===== config.mk =====
export PLATFORM = sky130hd
export DESIGN_NAME = panel_clock_pll_config
export DESIGN_NICKNAME = d
export VERILOG_FILES = /design/src/shared/panel_clock_pkg.sv /design/src/hdl/panel_clock_pll_config.sv /design/src/hdl/panel_clock_terms.sv
export SDC_FILE = /design/constraint.sdc
export NUM_CORES = 1
export LEC_CHECK = 0
export ABC_AREA = 0
export BUFFER_PORTS_ARGS = -buffer_cell sky130_fd_sc_hd__buf_2
export CAP_MARGIN = 5
export CORE_MARGIN = 10
export CORE_UTILIZATION = 34
export CTS_BUF_LIST = sky130_fd_sc_hd__clkbuf_4
export CTS_CLUSTER_DIAMETER = 120
export CTS_CLUSTER_SIZE = 16
export DETAILED_ROUTE_END_ITERATION = 10
export GPL_ROUTABILITY_DRIVEN = 0
export SYNTH_ARGS = -nofsm -noshare
export SYNTH_HDL_FRONTEND = slang
export SYNTH_SLANG_ARGS = --single-unit

===== constraint.sdc =====
create_clock -name sys_clk_i -period 1.5 [get_ports sys_clk_i]
set_input_delay 0.075 -clock sys_clk_i [delete_from_list [all_inputs] [get_ports sys_clk_i]]
set_output_delay 0.075 -clock sys_clk_i [all_outputs]
set_load 0.05 [all_outputs]

===== src/shared/panel_clock_pkg.sv =====
// Register map, field layout and reset values of the panel clock PLL bank.
package panel_clock_pkg;

    localparam int ADDR_W = 8;
    localparam int DATA_W = 8;

    localparam logic [7:0] RESERVED_LO_ADDR = 8'h13;
    localparam logic [7:0] RESERVED_HI_ADDR = 8'h1F;
    localparam logic [7:0] PANEL_REF_DIVIDER_ADDR = 8'h20;
    localparam logic [7:0] PANEL_FEEDBACK_DIVIDER_ADDR = 8'h21;
    localparam logic [7:0] PANEL_SPREAD_COUNT_LO_ADDR = 8'h22;
    localparam logic [7:0] PANEL_SPREAD_COUNT_HI_ADDR = 8'h23;
    localparam logic [7:0] PANEL_GAIN_SCALER_ADDR = 8'h24;
    localparam logic [7:0] PANEL_SOURCE_ENABLES_ADDR = 8'h25;

    localparam int SPREAD_HI_W = 4;
    localparam int SPREAD_GAIN_POS = 6;
    localparam int DETECTOR_GAIN_POS = 2;
    localparam int OUTPUT_SCALER_POS = 0;
    localparam int SOURCE_SEL_POS = 2;
    localparam int SPREAD_ENABLE_POS = 1;
    localparam int OUTPUT_ENABLE_POS = 0;

    localparam logic [7:0] FEEDBACK_OFFSET = 8'h08;
    localparam logic [7:0] REF_OFFSET = 8'h02;
    localparam logic [4:0] CONVERTER_CLK_DIV = 5'h10;

    localparam logic [7:0] REG_RESET = 8'h00;

    typedef enum logic {
        SOURCE_CRYSTAL = 1'b0,
        SOURCE_CONVERTER = 1'b1
    } source_sel_type;

    typedef struct packed {
        logic [7:0] ref_divider;
        logic [7:0] feedback_divider;
        logic [11:0] spread_count;
        logic [1:0] spread_gain;
        logic [2:0] detector_gain;
        logic [1:0] output_scaler;
        source_sel_type source_sel;
        logic spread_enable;
        logic output_enable;
    } pll_config_type;

    typedef struct packed {
        logic [8:0] ref_term;
        logic [8:0] feedback_term;
        logic [3:0] spread_gain_mult;
        logic [15:0] detector_gain_mult;
        logic [3:0] scaler_divisor;
    } pll_terms_type;

endpackage


===== src/hdl/panel_clock_pll_config.sv =====
// Register bank that configures the panel clock synthesizer PLL.
`timescale 1ns/1ps

// Operation
// - Reference divider M, 8-bit RW at 20h.
// - Feedback divider N, 8-bit RW at 21h.
// - Output equals oscillator times (N+8)/(M+2).
// - 12-bit spread count across 22h and 23h.
// - Spread gain select at 24h bits 7:6.
// - Detector gain two to code, 24h 4:2.
// - Output scaler divide at 24h bits 1:0.
// - Source select crystal or converter clock/16.
// - Spread enable at 25h bit 1.
// - Output enable at 25h bit 0.
// - Addresses 13h to 1Fh hold nothing.
module panel_clock_pll_config
    import panel_clock_pkg::*;
(
    // Clock and reset.
    input wire logic sys_clk_i,
    input wire logic nrst_i,
    // Register port.
    input wire logic [ADDR_W-1:0] reg_addr_i,
    input wire logic reg_wr_i,
    input wire logic [DATA_W-1:0] reg_wdata_i,
    input wire logic reg_rd_i,
    output logic [DATA_W-1:0] reg_rdata_o,
    output logic reg_hit_o,
    // PLL controls.
    output pll_config_type pll_config_o,
    output pll_terms_type pll_terms_o,
    output logic panel_source_converter_o,
    output logic panel_spread_enable_o,
    output logic panel_output_enable_o
);

    pll_config_type cfg;
    pll_config_type next_cfg;
    pll_terms_type terms;

    wire sel_ref;
    wire sel_fb;
    wire sel_lo;
    wire sel_hi;
    wire sel_gain;
    wire sel_src;
    wire sel_any;
    wire sel_reserved;
    // Per-register write enables.
    wire wr_ref;
    wire wr_fb;
    wire wr_lo;
    wire wr_hi;
    wire wr_gain;
    wire wr_src;

    // Readback words with reserved positions tied to zero.
    wire [DATA_W-1:0] rd_hi_word;
    wire [DATA_W-1:0] rd_gain_word;
    wire [DATA_W-1:0] rd_src_word;
    wire [DATA_W-1:0] rd_mux;

    // Exact match only, so the reserved range and any gaps never alias.
    function automatic logic addr_match(input logic [ADDR_W-1:0] addr,
                                        input logic [ADDR_W-1:0] offset);
        addr_match = addr == offset;
    endfunction

    // Write and read share one offset decode.
    // Reserved range decodes as no register.
    assign sel_ref = addr_match(reg_addr_i, PANEL_REF_DIVIDER_ADDR);
    assign sel_fb = addr_match(reg_addr_i, PANEL_FEEDBACK_DIVIDER_ADDR);
    assign sel_lo = addr_match(reg_addr_i, PANEL_SPREAD_COUNT_LO_ADDR);
    assign sel_hi = addr_match(reg_addr_i, PANEL_SPREAD_COUNT_HI_ADDR);
    assign sel_gain = addr_match(reg_addr_i, PANEL_GAIN_SCALER_ADDR);
    assign sel_src = addr_match(reg_addr_i, PANEL_SOURCE_ENABLES_ADDR);
    assign sel_any = sel_ref | sel_fb | sel_lo | sel_hi | sel_gain | sel_src;
    // Reserved window never counts as a hit.
    assign sel_reserved = reg_addr_i >= RESERVED_LO_ADDR &&
        reg_addr_i <= RESERVED_HI_ADDR;

    // Writes take effect only at a mapped offset.
    assign wr_ref = reg_wr_i & sel_ref;
    assign wr_fb = reg_wr_i & sel_fb;
    assign wr_lo = reg_wr_i & sel_lo;
    assign wr_hi = reg_wr_i & sel_hi;
    assign wr_gain = reg_wr_i & sel_gain;
    assign wr_src = reg_wr_i & sel_src;

    // Each offset owns its fields, so at most one branch fires per cycle.
    always_comb begin
        next_cfg = cfg;
        if (wr_ref) begin
            next_cfg.ref_divider = reg_wdata_i;
        end
        if (wr_fb) begin
            next_cfg.feedback_divider = reg_wdata_i;
        end
        if (wr_lo) begin
            next_cfg.spread_count[7:0] = reg_wdata_i;
        end
        // Upper count bits; reserved bits dropped.
        if (wr_hi) begin
            next_cfg.spread_count[11:8] = reg_wdata_i[SPREAD_HI_W-1:0];
        end
        if (wr_gain) begin
            next_cfg.spread_gain =
                reg_wdata_i[SPREAD_GAIN_POS +: 2];
            next_cfg.detector_gain =
                reg_wdata_i[DETECTOR_GAIN_POS +: 3];
            next_cfg.output_scaler =
                reg_wdata_i[OUTPUT_SCALER_POS +: 2];
        end
        if (wr_src) begin
            next_cfg.source_sel =
                source_sel_type'(reg_wdata_i[SOURCE_SEL_POS]);
            next_cfg.spread_enable = reg_wdata_i[SPREAD_ENABLE_POS];
            next_cfg.output_enable = reg_wdata_i[OUTPUT_ENABLE_POS];
        end
    end

    assign rd_hi_word = {4'h0, cfg.spread_count[11:8]};
    assign rd_gain_word = {cfg.spread_gain, 1'b0, cfg.detector_gain,
                           cfg.output_scaler};
    assign rd_src_word = {5'h00, cfg.source_sel, cfg.spread_enable,
                          cfg.output_enable};
    assign rd_mux =
        sel_ref ? cfg.ref_divider :
        sel_fb ? cfg.feedback_divider :
        sel_lo ? cfg.spread_count[7:0] :
        sel_hi ? rd_hi_word :
        sel_gain ? rd_gain_word :
        sel_src ? rd_src_word :
        8'h00;

    // The terms are plain decodes of the stored codes, kept apart for reuse.
    panel_clock_terms u_terms (
        .cfg_i(cfg),
        .terms_o(terms)
    );

    // All fields clear to zero, so the crystal feeds a disabled output.
    always_ff @(posedge sys_clk_i) begin
        if (!nrst_i) begin
            cfg <= '0;
        end else begin
            cfg <= next_cfg;
        end
    end

    // Outputs are registered copies; they follow the bank one cycle later.
    // Read data stands one cycle.
    always_ff @(posedge sys_clk_i) begin
        if (!nrst_i) begin
            reg_rdata_o <= REG_RESET;
        end else begin
            reg_rdata_o <= reg_rd_i ? rd_mux : REG_RESET;
        end
    end

    always_ff @(posedge sys_clk_i) begin
        if (!nrst_i) begin
            reg_hit_o <= 1'b0;
        end else begin
            reg_hit_o <= (reg_rd_i | reg_wr_i) & sel_any & ~sel_reserved;
        end
    end

    always_ff @(posedge sys_clk_i) begin
        if (!nrst_i) begin
            pll_config_o <= '0;
        end else begin
            pll_config_o <= cfg;
        end
    end

    always_ff @(posedge sys_clk_i) begin
        if (!nrst_i) begin
            pll_terms_o <= '0;
        end else begin
            pll_terms_o <= terms;
        end
    end

    always_ff @(posedge sys_clk_i) begin
        if (!nrst_i) begin
            panel_source_converter_o <= 1'b0;
        end else begin
            panel_source_converter_o <= cfg.source_sel == SOURCE_CONVERTER;
        end
    end

    always_ff @(posedge sys_clk_i) begin
        if (!nrst_i) begin
            panel_spread_enable_o <= 1'b0;
        end else begin
            panel_spread_enable_o <= cfg.spread_enable;
        end
    end

    always_ff @(posedge sys_clk_i) begin
        if (!nrst_i) begin
            panel_output_enable_o <= 1'b0;
        end else begin
            panel_output_enable_o <= cfg.output_enable;
        end
    end

endmodule // panel_clock_pll_config


===== src/hdl/panel_clock_terms.sv =====
// Combinational expansion of the stored codes into PLL working terms.
`timescale 1ns/1ps

module panel_clock_terms
    import panel_clock_pkg::*;
(
    // Stored configuration.
    input wire pll_config_type cfg_i,
    // Expanded terms.
    output pll_terms_type terms_o
);

    function automatic logic [3:0] pow2_4(input logic [1:0] code);
        pow2_4 = 4'h1 << code;
    endfunction

    wire [8:0] ref_term;
    wire [8:0] feedback_term;
    wire [15:0] detector_mult;

    assign ref_term = {1'b0, cfg_i.ref_divider} + {1'b0, REF_OFFSET};
    assign feedback_term = {1'b0, cfg_i.feedback_divider} +
        {1'b0, FEEDBACK_OFFSET};
    assign detector_mult = 16'h0001 << cfg_i.detector_gain;

    assign terms_o.ref_term = ref_term;
    assign terms_o.feedback_term = feedback_term;
    assign terms_o.spread_gain_mult = pow2_4(cfg_i.spread_gain);
    assign terms_o.detector_gain_mult = detector_mult;
    assign terms_o.scaler_divisor = pow2_4(cfg_i.output_scaler);

endmodule // panel_clock_terms


=== Word level (Yosys, flattened, before mapping) ===
Cells that the tools add are included.

* Add/sub/neg operators: 2
* Magnitude comparators: 2
* Equality and inequality tests: 6
* Shift-type cells: 3
* Multiplexer cells: 6
* Bitwise gates (word level): 15
* Reductions and logical operators: 2

{| class="wikitable"
|+ Operator list
! operator !! number
|-
| $eq 8x6->1 const B || 6
|-
| $mux 8 || 5
|-
| $shl 1x3->16 const A || 1
|-
| $add 8x2->9 const B || 1
|-
| $add 8x4->9 const B || 1
|-
| $and 1x1->1 || 8
|-
| $ge 8x5->1 const B || 1
|-
| $le 8x5->1 const B || 1
|-
| $shl 1x2->4 const A || 2
|-
| $or 1x1->1 || 6
|-
| $mux 3 || 1
|-
| $reduce_and 2->1 || 1
|-
| $logic_and 1x1->1 || 1
|-
| $not 1->1 || 1
|}

* Flip-flop bits (word level): 127
* Bits of input ports: 20
* Output and inout bits: 92
* Logic and storage cells: 62

=== Logic depth before layout (Yosys ltp) ===
* Depth in word-level cells: 8
* Gate-level depth with buffers: 6
* Mapped depth without buffers: 5

=== Hierarchy ===
Synthesis repeated with hierarchy kept, for this count alone.

* Cell total of the unflattened synthesis: 449
* Area total of the unflattened synthesis: 4619.4 um^2

{| class="wikitable"
|+ By module, submodules not included
! module !! instances !! cells each !! area each (um^2) !! seq. area each (um^2)
|-
| panel_clock_pll_config || 1 || 396 || 4246.6 || 2542.4
|-
| panel_clock_terms || 1 || 53 || 372.9 || 0.0
|}

=== Worst setup path before layout ===
No wires, ideal clock.

* Path type: input to register
* Start point: input port reg_addr_i[3]
* End point: register cfg[18] (netlist name)
* Library setup time: 0.072 ns
* Arrival: 1.306 ns
* Slack: 0.123 ns
* Stages: 5
* Buffers on the path: 1
* Path through: or3b_4 > nor4_4 > and3_1 > clkbuf_2 > mux2i_1

* Longest elaborated chain between the ends: 2

{| class="wikitable"
|+ RTL lines
! item !! RTL line !! source
|-
| start, declared || panel_clock_pll_config.sv:23 || <nowiki>input wire logic [ADDR_W-1:0] reg_addr_i,</nowiki>
|-
| $eq 8x6->1 || panel_clock_pll_config.sv:66 || <nowiki>addr_match = addr == offset;</nowiki>
|-
| $and 1x1->1 || panel_clock_pll_config.sv:86 || <nowiki>assign wr_hi = reg_wr_i & sel_hi;</nowiki>
|-
| end signal, assigned || panel_clock_pll_config.sv:147 || <nowiki>cfg <= next_cfg;</nowiki>
|-
| end, declared || panel_clock_pll_config.sv:37 || <nowiki>pll_config_type cfg;</nowiki>
|}

Every way passes these cells.
A chain may end at the register's enable or synchronous reset.

=== Worst setup path after layout ===
* Start point: input port reg_addr_i[6]
* End point: register reg_rdata_o[6]

* Longest elaborated chain between the ends: 6

{| class="wikitable"
|+ RTL lines
! item !! RTL line !! source
|-
| $eq 8x6->1 || panel_clock_pll_config.sv:66 ||
|-
| $mux 8 || panel_clock_pll_config.sv:132 || <nowiki>sel_gain ? rd_gain_word :</nowiki>
|-
| $mux 8 || panel_clock_pll_config.sv:131 || <nowiki>sel_hi ? rd_hi_word :</nowiki>
|-
| $mux 8 || panel_clock_pll_config.sv:130 || <nowiki>sel_lo ? cfg.spread_count[7:0] :</nowiki>
|-
| $mux 8 || panel_clock_pll_config.sv:129 || <nowiki>sel_fb ? cfg.feedback_divider :</nowiki>
|-
| $mux 8 * || panel_clock_pll_config.sv:128 || <nowiki>sel_ref ? cfg.ref_divider :</nowiki>
|-
| end signal, assigned || panel_clock_pll_config.sv:157 || <nowiki>reg_rdata_o <= reg_rd_i ? rd_mux : REG_RESET;</nowiki>
|-
| end, declared || panel_clock_pll_config.sv:27 || <nowiki>output logic [DATA_W-1:0] reg_rdata_o,</nowiki>
|}

Every way passes the cells marked *; elsewhere a longest branch is shown, timed or not.

==> results.rst <==
.. list-table::
   :header-rows: 1

   * - Metric
     - Value
   * - Run status
     - complete, no violations
   * - Half-perimeter wire length after detailed placement
     - 7.84 mm
   * - Fraction of registers with async set/reset
     - 0%
   * - Share of synthesized cell area in and, or, nand and nor gates
     - 18.8%
   * - Leading area contributor after synthesis
     - sky130_fd_sc_hd__dfxtp_1
   * - Final Net Count
     - 548
   * - First-iteration detailed-routing DRC count
     - 171
   * - Startpoint-to-endpoint class of the critical path
     - in -> reg
   * - Setup violators final
     - 0
   * - Mean routed wirelength per cell
     - 15.1 um
   * - Cell leakage power
     - 2.77 nW
   * - Sequential-to-total area share from yosys stat
     - 57.3%
   * - Die Outline Area
     - 16600 um^2
   * - Flip-flop and latch count after synthesis
     - 115
   * - Wire length on met1
     - 4.69 mm
   * - Arrival time at the worst endpoint
     - 1810 ps
   * - Required time worst endpoint
     - 1890 ps
   * - Initial core utilization
     - 34.9%
   * - Total Power
     - 5.85 mW
   * - Clk sink count
     - 115
   * - Arithmetic-cell share of the synthesized area counting full adders, half adders and majority gates
     - 0.623%
   * - Max H-tree Level
     - 4
   * - Synth area leaders
     - sky130_fd_sc_hd__dfxtp_1 57%, sky130_fd_sc_hd__mux2i_1 8.2%, sky130_fd_sc_hd__nand2_1 5.3%
   * - IR drop worst, VDD
     - 459 uV
   * - Crit end category
     - flop
   * - Post-synth top area share
     - 57.3%
   * - Total negative slack
     - 0 ps
   * - Number of top-level design ports
     - 112
   * - Compound-cell area share of the yosys netlist
     - 3.55%
   * - Prevailing post-synth register cell
     - sky130_fd_sc_hd__dfxtp_1
   * - Number of enable flip-flop cells after synthesis
     - 0
   * - Core Footprint
     - 11500 um^2
   * - Number of hold violations in the final report
     - 0
   * - Worst hold slack after final layout
     - 56.6 ps
   * - Summed instance area of the synthesized netlist
     - 4020 um^2
   * - Cell count after synthesis
     - 405
   * - Residual overflow from global routing
     - 0
   * - Maximum net fanout on the critical path
     - 4
   * - Later-pin clock latency in the skew report
     - 490 ps
   * - Router iterations before antenna repair
     - 4
   * - Max Freq
     - 704 MHz
   * - Most frequent standard cell in the layout excluding fill and tap cells
     - sky130_fd_sc_hd__dfxtp_1
   * - Met3 routed wirelength
     - 842 um
   * - Synth-to-Final Area Change
     - 27.2%
   * - CTS tree
     - yes
   * - Final max-slew violation count
     - 0
   * - Warnings from Yosys
     - 0
   * - Class of the most critical hold timing path
     - in -> reg
   * - Diode count
     - 0
   * - Ratio of final minimum period to clock period
     - 94.7%
   * - Root buffer selected by CTS
     - sky130_fd_sc_hd__clkbuf_4
   * - CTS buffer count
     - 17
   * - Setup repair after global routing missed its margin
     - no
   * - Initial antenna violation count
     - 0
   * - Total Routing Usage GR
     - 12.6%
   * - Top routing layer in use
     - met4
   * - Global-route wire length before repair
     - 16.5 mm
   * - Maximum capacitance violations
     - 0
   * - Final critical delay including setup and external delays
     - 1420 ps
   * - Largest net degree at the start of global routing
     - 31
   * - Number of global-route vias before repair
     - 3227
   * - Setup bufs post-CTS
     - 0
   * - Final non-filler cell total
     - 682
   * - Die width
     - 129 um
   * - Main combinational cell family by area after synthesis
     - simple AND/OR/NAND/NOR gates
   * - Synthesized area per cell
     - 9.92 um^2
   * - Multiplexer area fraction after synthesis
     - 9.34%
   * - CP startpoint kind
     - primary input
   * - Synthesized-area fraction occupied by xor and xnor cells
     - 1.74%
   * - PD cells
     - 1140 nW/um^2
   * - Total placed cells including tap cells
     - 639
   * - Share of cells above drive strength 1
     - 29.1%
   * - Detail Route met2 WL
     - 4.71 mm
   * - DR vias
     - 3085
   * - Most used cells in the layout excluding fill and tap cells
     - 115 x sky130_fd_sc_hd__dfxtp_1, 103 x sky130_fd_sc_hd__buf_2, 57 x sky130_fd_sc_hd__nand2_1
   * - # port buffers
     - 103
   * - # DRC
     - 0
   * - Clk slew on worst S/H paths
     - 110 ps
   * - Count of standard-cell rows
     - 39
   * - Die Y-Extent
     - 129 um
   * - Via-per-instance ratio
     - 4.52
   * - Final WL
     - 10.3 mm
   * - Final ANT Viol Nets
     - 0
   * - FF-to-FF setup slack
     - 220 ps
   * - Synth unique cells
     - 39
   * - Worst setup skew after layout
     - 18.8 ps
   * - Clock Path Buffers
     - 2
## worst paths after layout
kind / startpoint / cells past startpoint / to
worst max-delay path: reg_addr_i[6] / 6 / reg_rdata_o[6]
worst min register to register: cfg[11] / 2 / pll_config_o[11]
worst min-delay path: reg_wr_i / 4 / reg_hit_o
worst max register to register: cfg[5] / 4 / reg_rdata_o[2]
## state kept, by name, indices dropped and copies added (netlist names)
signal and flops:
cfg 38, panel_output_enable_o 1, panel_source_converter_o 1, panel_spread_enable_o 1
pll_config_o 35, pll_terms_o 30, reg_hit_o 1, reg_rdata_o 8
## power by group
part	switching (mW)	total, mW	internal (mW)
Clock	1.11	2.49	1.39
Combinational	0.203	0.292	0.0893
Sequential	0.00307	3.06	3.06
## area by class of cell
cell class | instances | area (um^2)
tap | 143 | 179
sequential | 115 | 2300
inverter | 42 | 158
timing repair buffer | 127 | 748
clock buffer | 21 | 158
clock inverter | 11 | 160
fill | 1127 | 6400
multi-input combinational | 223 | 1410
## synthesized netlist by cell type, types with 5 or more instances
| cell type | count |
|---|---|
| sky130_fd_sc_hd__mux2i_1 | 33 |
| sky130_fd_sc_hd__buf_4 | 16 |
| sky130_fd_sc_hd__o21ai_0 | 10 |
| sky130_fd_sc_hd__dfxtp_1 | 115 |
| sky130_fd_sc_hd__a21oi_1 | 9 |
| sky130_fd_sc_hd__clkbuf_1 | 12 |
| sky130_fd_sc_hd__nand2_1 | 57 |
| sky130_fd_sc_hd__nor3_1 | 13 |
| sky130_fd_sc_hd__nor3b_1 | 13 |
| sky130_fd_sc_hd__inv_1 | 42 |
| sky130_fd_sc_hd__and2_1 | 11 |
| sky130_fd_sc_hd__nand3_1 | 9 |
| sky130_fd_sc_hd__nor2_1 | 13 |
| sky130_fd_sc_hd__xnor2_1 | 6 |
| sky130_fd_sc_hd__and3_1 | 5 |
## cells by family after synthesis
kind of cell	after synthesis
AO/OA/AOI/OAI	25
XOR/XNOR	8
adder cells (fa/ha/maj)	2
buffers and inverters	74
flip-flops	115
multiplexers	36
other	1
AND/OR/NAND/NOR	144
## routing by layer
| layer | track usage, % | vias to the layer above |
|---|---|---|
| li1 | - | 1547 |
| met1 | 15.5 | 1421 |
| met2 | 19.7 | 110 |
| met3 | 5.63 | 7 |
| met4 | 3.41 | 0 |
| met5 | 0 | - |
## repair_timing
action                     4_1_cts  5_1_grt
resized for setup                0        1
setup endpoints to repair        0        2
hold endpoints to repair        41        0
hold buffers                    11        0
## worst max-delay path: stages
cell                            delay (ps)
sky130_fd_sc_hd__dlygate4sd3_1         540
sky130_fd_sc_hd__buf_2                 170
sky130_fd_sc_hd__nor4_2                260
sky130_fd_sc_hd__nand2_1               160
sky130_fd_sc_hd__or3_1                 440
sky130_fd_sc_hd__o32ai_1               180
## through the flow
step / worst slack (ps) / utilization [%] / area (um^2)
after floorplan: 123 / - / 4050
after global placement: -14.9 / 40.6 / 4680
after detailed placement: -56.3 / 40.6 / 4680
after CTS: 62.8 / 44.3 / 5100
after global routing: 58.4 / 44.4 / 5110
final: 79.0 / 44.4 / 5110
Power figures use the tool's default switching activity.
